<file path="config.mk">
export PLATFORM = sky130hd
export DESIGN_NAME = mcb_bus_core
export DESIGN_NICKNAME = d
export VERILOG_FILES = /design/src/design/mcb_pkg.sv /design/src/design/mcb_slot_timer.sv /design/src/design/mcb_bus_core.sv
export VERILOG_INCLUDE_DIRS = /design/src /design/src/design
export SDC_FILE = /design/constraint.sdc
export NUM_CORES = 1
export LEC_CHECK = 0
export ABC_AREA = 0
export BUFFER_PORTS_ARGS = -buffer_cell sky130_fd_sc_hd__buf_2
export CAP_MARGIN = 20
export CORE_ASPECT_RATIO = 1.1
export CORE_MARGIN = 4
export CORE_UTILIZATION = 35
export CTS_CLUSTER_SIZE = 16
export DETAILED_ROUTE_END_ITERATION = 12
export HOLD_SLACK_MARGIN = 0.02
export REMOVE_ABC_BUFFERS = 1
export SETUP_SLACK_MARGIN = 0.15
export SYNTH_ARGS = -nofsm -noshare
export SYNTH_HDL_FRONTEND = slang
export SYNTH_SLANG_ARGS = --single-unit
</file>
<file path="constraint.sdc">
create_clock -name mclk -period 1.73 [get_ports mclk]
set_input_delay 0.2595 -clock mclk [delete_from_list [all_inputs] [get_ports mclk]]
set_output_delay 0.2595 -clock mclk [all_outputs]
set_load 0.005 [all_outputs]
</file>
<file path="src/design/mcb_params.svh">
`ifndef MCB_PARAMS_SVH
`define MCB_PARAMS_SVH
// machine cycle is eight clock slots
`define MCB_SLOT_LAST      3'h7
`define MCB_SLOT_TPA       3'h1
`define MCB_SLOT_ADDR_LO   3'h3
`define MCB_SLOT_TPB       3'h6
`define MCB_SLOT_WR_ON     3'h4
`define MCB_SLOT_WR_OFF    3'h6
// ram select window, in slots (clock 31 .. clock 71)
`define MCB_SLOT_RAM_ON    3'h3
`define MCB_SLOT_RAM_LATE  3'h7
// interrupt entry values, reset program selector, toggle count
`define MCB_IRQ_XSEL       4'h2
`define MCB_IRQ_PSEL       4'h1
`define MCB_DMA_PSEL       4'h0
`define MCB_CNT_ONE        8'h01
`endif

</file>
<file path="src/design/mcb_pkg.sv">
package mcb_pkg;
   // machine cycle state type, encoded as the two state lines
   typedef enum logic [1:0] {MCB_FETCH, MCB_EXEC, MCB_DMA, MCB_IRQ} mcb_state_e;
   // control mode from clear and wait
   typedef enum logic [1:0] {MCB_RESET, MCB_PAUSE, MCB_RUN} mcb_mode_e;
endpackage

</file>
<file path="src/design/mcb_slot_timer.sv">
`timescale 1ns/1ps
`default_nettype none
`include "mcb_params.svh"
module mcb_slot_timer
(
   input  wire logic       mclk,
   input  wire logic       rst,
   input  wire logic       hold,
   output logic [2:0]      slot_r,
   output logic            cycle_end
);
   // eight slots per machine cycle; hold freezes the count
   always_ff @(posedge mclk or posedge rst)
   begin
      if (rst)
         slot_r <= 3'h0;
      else if (!hold)
         slot_r <= slot_r + 3'h1;
   end

   assign cycle_end = !hold && (slot_r == `MCB_SLOT_LAST);
endmodule
`default_nettype wire

</file>
<file path="src/design/mcb_bus_core.sv">
// Functional notes
// - io lines low except during io instruction
// - io direction bit sets read level
// - sample flags at fetch cycle end
// - sample dma requests at second pulse
// - sample interrupt in execute, dma only
// - interrupt saves selectors, sets 2/1, clears enable
// - interrupt acknowledge takes one machine cycle
// - dma uses register zero, then increments
// - priority dma in, dma out, interrupt
// - state lines encode fetch/exec/dma/interrupt
// - first then second timing pulse each cycle
// - high byte first, low half clock later; low byte here follows two clocks after first pulse ends
// - write pulse after address stable
// - read level low in memory reads
// - flag set/reset between the two pulses
// - toggle mode inverts flag at count 01
// - toggle mode cancelled by load, reset, branch
// - eight clocks per machine cycle
// - clear and wait select reset, pause, run
// - ram select window clock 31 to 71
// - saved context: data selector high nibble
// - pause enters only at a timing pulse
`timescale 1ns/1ps
`default_nettype none
`include "mcb_params.svh"
module mcb_bus_core
   import mcb_pkg::*;
(
   input  wire logic       mclk,
   input  wire logic       rst,
   input  wire logic       clear_n,
   input  wire logic       wait_n,
   input  wire logic [15:0] cycle_addr,
   input  wire logic       cycle_is_read,
   input  wire logic       cycle_is_write,
   input  wire logic       instr_done,
   input  wire logic       io_instr,
   input  wire logic [3:0] instr_low_digit,
   input  wire logic       set_flag_instr,
   input  wire logic       reset_flag_instr,
   input  wire logic       toggle_enable_instr,
   input  wire logic       load_counter_instr,
   input  wire logic       counter_stopped,
   input  wire logic       branch_counter_irq_instr,
   input  wire logic       counter_irq_latch,
   input  wire logic       counter_dec,
   input  wire logic [7:0] counter_value,
   input  wire logic [3:0] data_sel_in,
   input  wire logic [3:0] prog_sel_in,
   input  wire logic [3:0] external_flag_inputs,
   input  wire logic       dma_in_req,
   input  wire logic       dma_out_req,
   input  wire logic       irq_req,
   input  wire logic       ram_select_n,
   output logic            timing_pulse_first,
   output logic            timing_pulse_second,
   output logic            state_line_high,
   output logic            state_line_low,
   output logic [7:0]      mux_address_lines,
   output logic            read_level_n,
   output logic            write_strobe_n,
   output logic [2:0]      io_command_lines,
   output logic            out_flag,
   output logic [3:0]      flags_sampled,
   output logic [7:0]      saved_context,
   output logic [3:0]      data_sel,
   output logic [3:0]      prog_sel,
   output logic            master_irq_enable,
   output logic [15:0]     dma_pointer,
   output logic            ram_drive,
   output logic            mode_run,
   output logic            mode_pause
);
   mcb_state_e  state_r, state_nxt;
   mcb_mode_e   mode;
   logic [2:0]  slot_r;
   logic        cycle_end, hold, paused_r;
   logic        dma_in_r, dma_out_r, irq_r;
   logic        toggle_r, ram_sel_r;
   logic        tpa_rise, tpb_rise, at_tpb;

   // clear low holds reset; both low is illegal and treated as reset
   always_comb
   begin
      if (!clear_n)
         mode = MCB_RESET;
      else if (!wait_n)
         mode = MCB_PAUSE;
      else
         mode = MCB_RUN;
   end

   function automatic logic slot_is(input logic [2:0] s, input logic [2:0] want);
      slot_is = (s == want);
   endfunction

   // edges that raise a pulse, and the slot in which tpb stands
   assign tpa_rise = slot_is(3'(slot_r + 3'h1), `MCB_SLOT_TPA);
   assign tpb_rise = slot_is(3'(slot_r + 3'h1), `MCB_SLOT_TPB);
   assign at_tpb   = slot_is(slot_r, `MCB_SLOT_TPB);

   // pause latches on the rising edge of a pulse, released at once by run
   always_ff @(posedge mclk or posedge rst)
   begin
      if (rst)
         paused_r <= 1'b0;
      else if (mode != MCB_PAUSE)
         paused_r <= 1'b0;
      else if (tpa_rise || tpb_rise)
         paused_r <= 1'b1;
   end

   // gated by mode, so a stale pause bit never outlives the pause by a cycle
   assign hold       = (paused_r && mode == MCB_PAUSE) || (mode == MCB_RESET);
   assign mode_run   = (mode == MCB_RUN);
   assign mode_pause = paused_r && (mode == MCB_PAUSE);

   mcb_slot_timer u_slot
   (
      .mclk      (mclk),
      .rst       (rst),
      .hold      (hold),
      .slot_r    (slot_r),
      .cycle_end (cycle_end)
   );

   // request sampling at second pulse; interrupt not in dma-free irq cycle
   always_ff @(posedge mclk or posedge rst)
   begin
      if (rst)
      begin
         dma_in_r  <= 1'b0;
         dma_out_r <= 1'b0;
         irq_r     <= 1'b0;
      end
      else if (at_tpb && !hold)
      begin
         if (state_r != MCB_FETCH)
         begin
            dma_in_r  <= dma_in_req;
            dma_out_r <= dma_out_req;
         end
         else
         begin
            dma_in_r  <= 1'b0;
            dma_out_r <= 1'b0;
         end
         // level only, so the source must keep asserting
         irq_r <= irq_req && (state_r == MCB_EXEC || state_r == MCB_DMA);
      end
   end

   // next cycle type; dma first, then interrupt, after instruction ends
   always_comb
   begin
      state_nxt = MCB_FETCH;
      if ((state_r == MCB_FETCH) || (state_r == MCB_EXEC && !instr_done))
         state_nxt = (state_r == MCB_FETCH) ? MCB_EXEC : MCB_EXEC;
      if (state_r != MCB_FETCH && (state_r != MCB_EXEC || instr_done))
      begin
         if (dma_in_r || dma_out_r)
            state_nxt = MCB_DMA;
         else if (irq_r && master_irq_enable)
            state_nxt = MCB_IRQ;
         else
            state_nxt = MCB_FETCH;
      end
   end

   always_ff @(posedge mclk or posedge rst)
   begin
      if (rst)
         state_r <= MCB_FETCH;
      else if (mode == MCB_RESET)
         state_r <= MCB_FETCH;
      else if (cycle_end)
         state_r <= state_nxt;
   end

   // state lines straight from the cycle type, stable across the pulse
   assign state_line_high = state_r[1];
   assign state_line_low  = state_r[0];

   // pulses one clock wide at fixed slots
   always_ff @(posedge mclk or posedge rst)
   begin
      if (rst)
      begin
         timing_pulse_first  <= 1'b0;
         timing_pulse_second <= 1'b0;
      end
      else
      begin
         timing_pulse_first  <= !hold && tpa_rise;
         timing_pulse_second <= !hold && tpb_rise;
      end
   end

   // address mux: high byte through the first pulse, low byte after
   always_ff @(posedge mclk or posedge rst)
   begin
      if (rst)
         mux_address_lines <= 8'h00;
      else if (slot_r < `MCB_SLOT_ADDR_LO)
         mux_address_lines <= (state_r == MCB_DMA) ? dma_pointer[15:8] : cycle_addr[15:8];
      else
         mux_address_lines <= (state_r == MCB_DMA) ? dma_pointer[7:0] : cycle_addr[7:0];
   end

   // read level and write pulse; io uses direction bit for read level
   always_ff @(posedge mclk or posedge rst)
   begin
      if (rst)
      begin
         read_level_n   <= 1'b1;
         write_strobe_n <= 1'b1;
      end
      else
      begin
         if (state_r == MCB_EXEC && io_instr)
            read_level_n <= instr_low_digit[3];
         else if (state_r == MCB_DMA)
            read_level_n <= dma_in_r; // dma-in writes memory
         else
            read_level_n <= !cycle_is_read && state_r != MCB_FETCH;
         // write only after the low byte has settled
         write_strobe_n <= !(((state_r == MCB_DMA && dma_in_r) ||
                              (state_r == MCB_EXEC && cycle_is_write)) &&
                             slot_r >= `MCB_SLOT_WR_ON && slot_r < `MCB_SLOT_WR_OFF);
      end
   end

   // io command lines carry low digit only while io instruction runs
   always_ff @(posedge mclk or posedge rst)
   begin
      if (rst)
         io_command_lines <= 3'h0;
      else if (state_r == MCB_EXEC && io_instr)
         io_command_lines <= instr_low_digit[2:0];
      else
         io_command_lines <= 3'h0;
   end

   // flags caught at fetch cycle end
   always_ff @(posedge mclk or posedge rst)
   begin
      if (rst)
         flags_sampled <= 4'h0;
      else if (cycle_end && state_r == MCB_FETCH)
         flags_sampled <= external_flag_inputs;
   end

   // interrupt entry updates selectors at the acknowledge cycle
   always_ff @(posedge mclk or posedge rst)
   begin
      if (rst)
      begin
         saved_context     <= 8'h00;
         data_sel          <= 4'h0;
         prog_sel          <= `MCB_DMA_PSEL;
         master_irq_enable <= 1'b1;
      end
      else if (mode == MCB_RESET)
         master_irq_enable <= 1'b1;
      else if (cycle_end && state_r == MCB_IRQ)
      begin
         saved_context     <= {data_sel, prog_sel};
         data_sel          <= `MCB_IRQ_XSEL;
         prog_sel          <= `MCB_IRQ_PSEL;
         master_irq_enable <= 1'b0;
      end
      else if (cycle_end && instr_done && state_r == MCB_EXEC)
      begin
         data_sel <= data_sel_in;
         prog_sel <= prog_sel_in;
      end
   end

   // dma pointer is register zero; bumped after each transfer
   always_ff @(posedge mclk or posedge rst)
   begin
      if (rst)
         dma_pointer <= 16'h0000;
      else if (cycle_end && state_r == MCB_DMA)
         dma_pointer <= dma_pointer + 16'h0001;
   end

   // output flag: instructions act between pulses, toggle on underflow
   always_ff @(posedge mclk or posedge rst)
   begin
      if (rst)
         out_flag <= 1'b0;
      else if (state_r == MCB_EXEC && slot_is(slot_r, `MCB_SLOT_ADDR_LO) && set_flag_instr)
         out_flag <= 1'b1;
      else if (state_r == MCB_EXEC && slot_is(slot_r, `MCB_SLOT_ADDR_LO) && reset_flag_instr)
         out_flag <= 1'b0;
      else if (toggle_r && counter_dec && counter_value == `MCB_CNT_ONE)
         out_flag <= !out_flag;
   end

   // toggle mode; cancel wins over a same-cycle enable
   always_ff @(posedge mclk or posedge rst)
   begin
      if (rst)
         toggle_r <= 1'b0;
      else if (mode == MCB_RESET ||
               (load_counter_instr && counter_stopped) ||
               (branch_counter_irq_instr && counter_irq_latch))
         toggle_r <= 1'b0;
      else if (toggle_enable_instr)
         toggle_r <= 1'b1;
   end

   // ram select must be seen before the late slot; drops after it
   always_ff @(posedge mclk or posedge rst)
   begin
      if (rst)
         ram_sel_r <= 1'b0;
      else if (slot_is(slot_r, `MCB_SLOT_RAM_LATE) || hold)
         ram_sel_r <= 1'b0;
      else if (!ram_select_n && !(read_level_n && write_strobe_n))
         ram_sel_r <= 1'b1;
   end

   // base decode is external, so no address check here
   assign ram_drive = ram_sel_r && !ram_select_n && (slot_r >= `MCB_SLOT_RAM_ON) && !read_level_n;
endmodule
`default_nettype wire

</file>
==> metrics.md <==
| Metric | Value |
|---|---|
| Outcome | complete, but fails checks |
| Violated checks | negative setup slack |
| DR vias/cell | about 4.8 |
| Syn Area/Cell | between 10 and 15 um2 |
| Setup violators final | 1 |
| Sw power | roughly 1.4 mW |
| Htree depth | 3 |
| HPWL Detailed | 5910 um |
| Num CTS Buffers | 9 |
| Yosys reg bits | 64 |
| P&R area growth vs syn | 45.4% |
| Clock skew | 5.33 ps |
| MaxCap Viol Count | 0 |
| Drc violations | 0 |
| Combinational Power Share | 30.1% |
| Post-Synthesis Cells | about 240 |
| Critical Path Source Type | flip-flop |
| Period utilization | 102% |
| Clk_lat worst skew | between 300 and 400 ps |
| Clock transition at path regs | about 70 ps |
| PortBufs | roughly 120 |
| Synth Cell Area | roughly 0.003 mm2 |
| Max FO, Critical Path | 2 |
| Crit path DAT | around 1500 ps |
| Int Pwr | roughly 3.4 mW |
| First-pass GRT wire length | 12300 um |
| Unique masters post-synth | 43 |
| Tmin final | 1770 ps |
| Initial drt markers | 85 |
| Fmax | ~560 MHz |
| Initial antenna violation count | 0 |
| DR pass1 iterations | 4 |
| Setup slack at placement | -84.2 ps |
| Yosys top cell area share | between 50% and 60% |
| Synth Warn # | 0 |
| Total power divided by cell area | 1130 mW/mm2 |
| Maximum VDD drop | approximately 0.43 mV |
| Grt total ovfl | 0 |
| TritonCTS clock tree | built |
| Final hold violations | 0 |
| Die Y | 104 um |
| LEAKAGE | 2.22 nW |
| Yosys top cell by area | dfrtp_1 |
| Ant diodes | 0 |
| Die Span X | 95.2 um |
| Slew HR | about 76% |
| Root Buffer | clkbuf_8 |
| Number of global-route vias before repair | between 2000 and 2500 |
| Pin count of the biggest net entering global routing | 65 |
| Top Ports | roughly 120 |
| Seq pwr share | about two fifths |
| Worst-margin pin slew | approximately 360 ps |
| Worst endpoint required time | 1470 ps |
| Share of post-route cells with drive strength above 1 | 55.0% |
| Post-synthesis sequential area ratio | between 50% and 60% |
| Sink Count | between 60 and 70 |
| Clk pwr share | slightly below 30% |
| Vias | about 2400 |
| Share of synthesized registers carrying an async set or reset | between 90% and 100% |
| Wirelength per Cell | between 15 and 20 um |
| Total GRT Usage | roughly 16% |
| Row cnt | 34 |
| EDFF count, synth | 0 |
| DIE AREA | roughly 0.0099 mm2 |
| Core ar. | 0.00804 mm2 |
| Starting density of the core | about 36% |
| Crit. End Element | primary output |
| Min-Delay Path Class | input pin to flip-flop |
| Drt total wl | roughly 7800 um |
| NumNets Final | ~460 |
| Kind of critical path | flip-flop to primary output |
| GP Congestion | between 0.8 and 0.9 |
| Slew Viols, Final | 0 |
| Switch share | 29.8% |
| CTS max path bufs | 2 |
| ANT nets after route | 0 |
| Leading post-synthesis cells by cell area | dfrtp_1 (52%), mux4_2 (5.4%), ha_1 (4.3%), mux2_2 (4.2%), xor2_1 (3.3%) |
| Final hold slack | ~86 ps |
| Top_reg_cell synth | dfrtp_1 |
| Worst setup margin | -41.4 ps |
| RSZ-0062 raised after global routing | yes |
## synth_stat cells (3+ instances only)
cell / number
mux4_2: 7
nand4_1: 4
dfrtp_1: 61
nand2_1: 22
a22o_1: 7
inv_1: 11
nand3_1: 10
xor2_1: 11
nor2_1: 9
o21ai_1: 4
nor2b_1: 3
a21oi_1: 5
mux2_1: 3
xnor2_1: 6
dfstp_2: 3
mux2_2: 11
nor3_1: 7
nand2b_1: 3
and3_1: 5
ha_1: 10
## worst max-delay path, cell delays in order (launching register included)
cell     delay [ps]
dfrtp_1         360
ha_2            200
buf_6           100
ha_4            120
nor2b_2          40
nor4b_2         200
buf_2           150
## state kept, by name, summed over array words and instances (netlist names)
name and cells:
ram_sel_r 1, timing_pulse_first 1, data_sel 4, master_irq_enable 1
paused_r 1, u_slot.slot_r 3, dma_out_r 1, flags_sampled 4
state_r 2, read_level_n 1, dma_in_r 1, toggle_r 1
saved_context 8, timing_pulse_second 1, io_command_lines 3, dma_pointer 16
irq_r 1, mux_address_lines 8, write_strobe_n 1, out_flag 1
prog_sel 4
## power groups by stage
| stage | Clock [mW] | Sequential [mW] | Combinational (mW) |
|---|---|---|---|
| final | 1.41 | 1.96 | 1.45 |
| after global placement | 0 | 1.97 | 1.31 |
| after detailed placement | 0 | 1.98 | 1.33 |
| after floorplan | 0 | 2.03 | 0.619 |
| after global routing | 1.51 | 2.00 | 1.61 |
| after CTS | 1.45 | 1.96 | 1.42 |
## per-stage QoR
step,std cells,setup TNS [ps],area [um2],power [mW],utilization (%)
final,501,-41.4,4260,4.82,52.9
after global routing,501,-718,4260,5.13,52.9
after CTS,499,-338,4150,4.82,51.6
after detailed placement,482,-184,3840,3.31,47.8
after global placement,482,0,3840,3.28,47.8
after floorplan,231,-9140,2900,2.64,-
## layout make-up
class | instances | area [um2]
timing repair buffer | 146 | 842
inverter | 11 | 41.3
fill | 748 | 3780
clock inverter | 7 | 95.1
clock buffer | 9 | 124
tap | 108 | 135
multi-input combinational | 156 | 1410
sequential | 64 | 1610
## per-layer routing
| metal | vias to the layer above | wire length, um | track usage (%) |
|---|---|---|---|
| met5 | - | 0 | 0 |
| met4 | 0 | 174 | 7.94 |
| met3 | 13 | 429 | 3.04 |
| met2 | 63 | 3950 | 26.3 |
| met1 | 1160 | 3210 | 20.6 |
| li1 | 1158 | - | - |
## cells by family (layout without fill, tap and decap cells)
kind of cell / Yosys count / count (layout) / share of synthesized area [%]
and+or+nand+nor: 80 / 80 / 15.2
DFF: 64 / 64 / 54.8
AOI/OAI and AO/OA: 27 / 27 / 6.54
muxes: 22 / 22 / 11.7
xor gates and xnor gates: 17 / 17 / 5.09
buffers and inverters: 16 / 173 / 2.39
adders and majority gates: 10 / 10 / 4.27
## path summary, 6_finish.rpt
kind | startpoint | to | slack [ps] | cells after the start
worst max register to register | u_slot.slot_r[0] | dma_pointer[6] | 10 | 7
worst max-delay path | u_slot.slot_r[0] | ram_drive | -40 | 6
worst min-delay path | counter_irq_latch | toggle_r | 90 | 2
max in group asynchronous | rst | master_irq_enable | 890 | 4
min in group asynchronous | rst | mux_address_lines[5] | 530 | 4
worst min register to register | master_irq_enable | master_irq_enable | 480 | 2
## placed cells by master (no fill, tap or decap), types with 3 or more instances in the layout
cell type  instances
a21oi_1            4
mux2_2            11
and3_1             4
ha_2               3
xor2_1            11
inv_2              3
a22o_1             7
mux2_1             3
nand3_1            8
nand2_1           21
o21ai_1            3
nor2_1             9
nand4_1            4
dfstp_2            3
dfrtp_1           60
ha_1               5
clkbuf_8           9
nor3_2             5
xnor2_1            6
buf_2            117
inv_1              8
buf_4             24
mux4_2             7
## timing repair
action / in CTS / in global routing
hold endpoints to repair: 61 / 0
gates resized for setup: 16 / 22
pin swaps: 4 / 5
setup endpoints to repair: 39 / 41
buffers inserted: 0 / 2
hold buffers: 1 / 0
(Power assumes the default switching activity.)
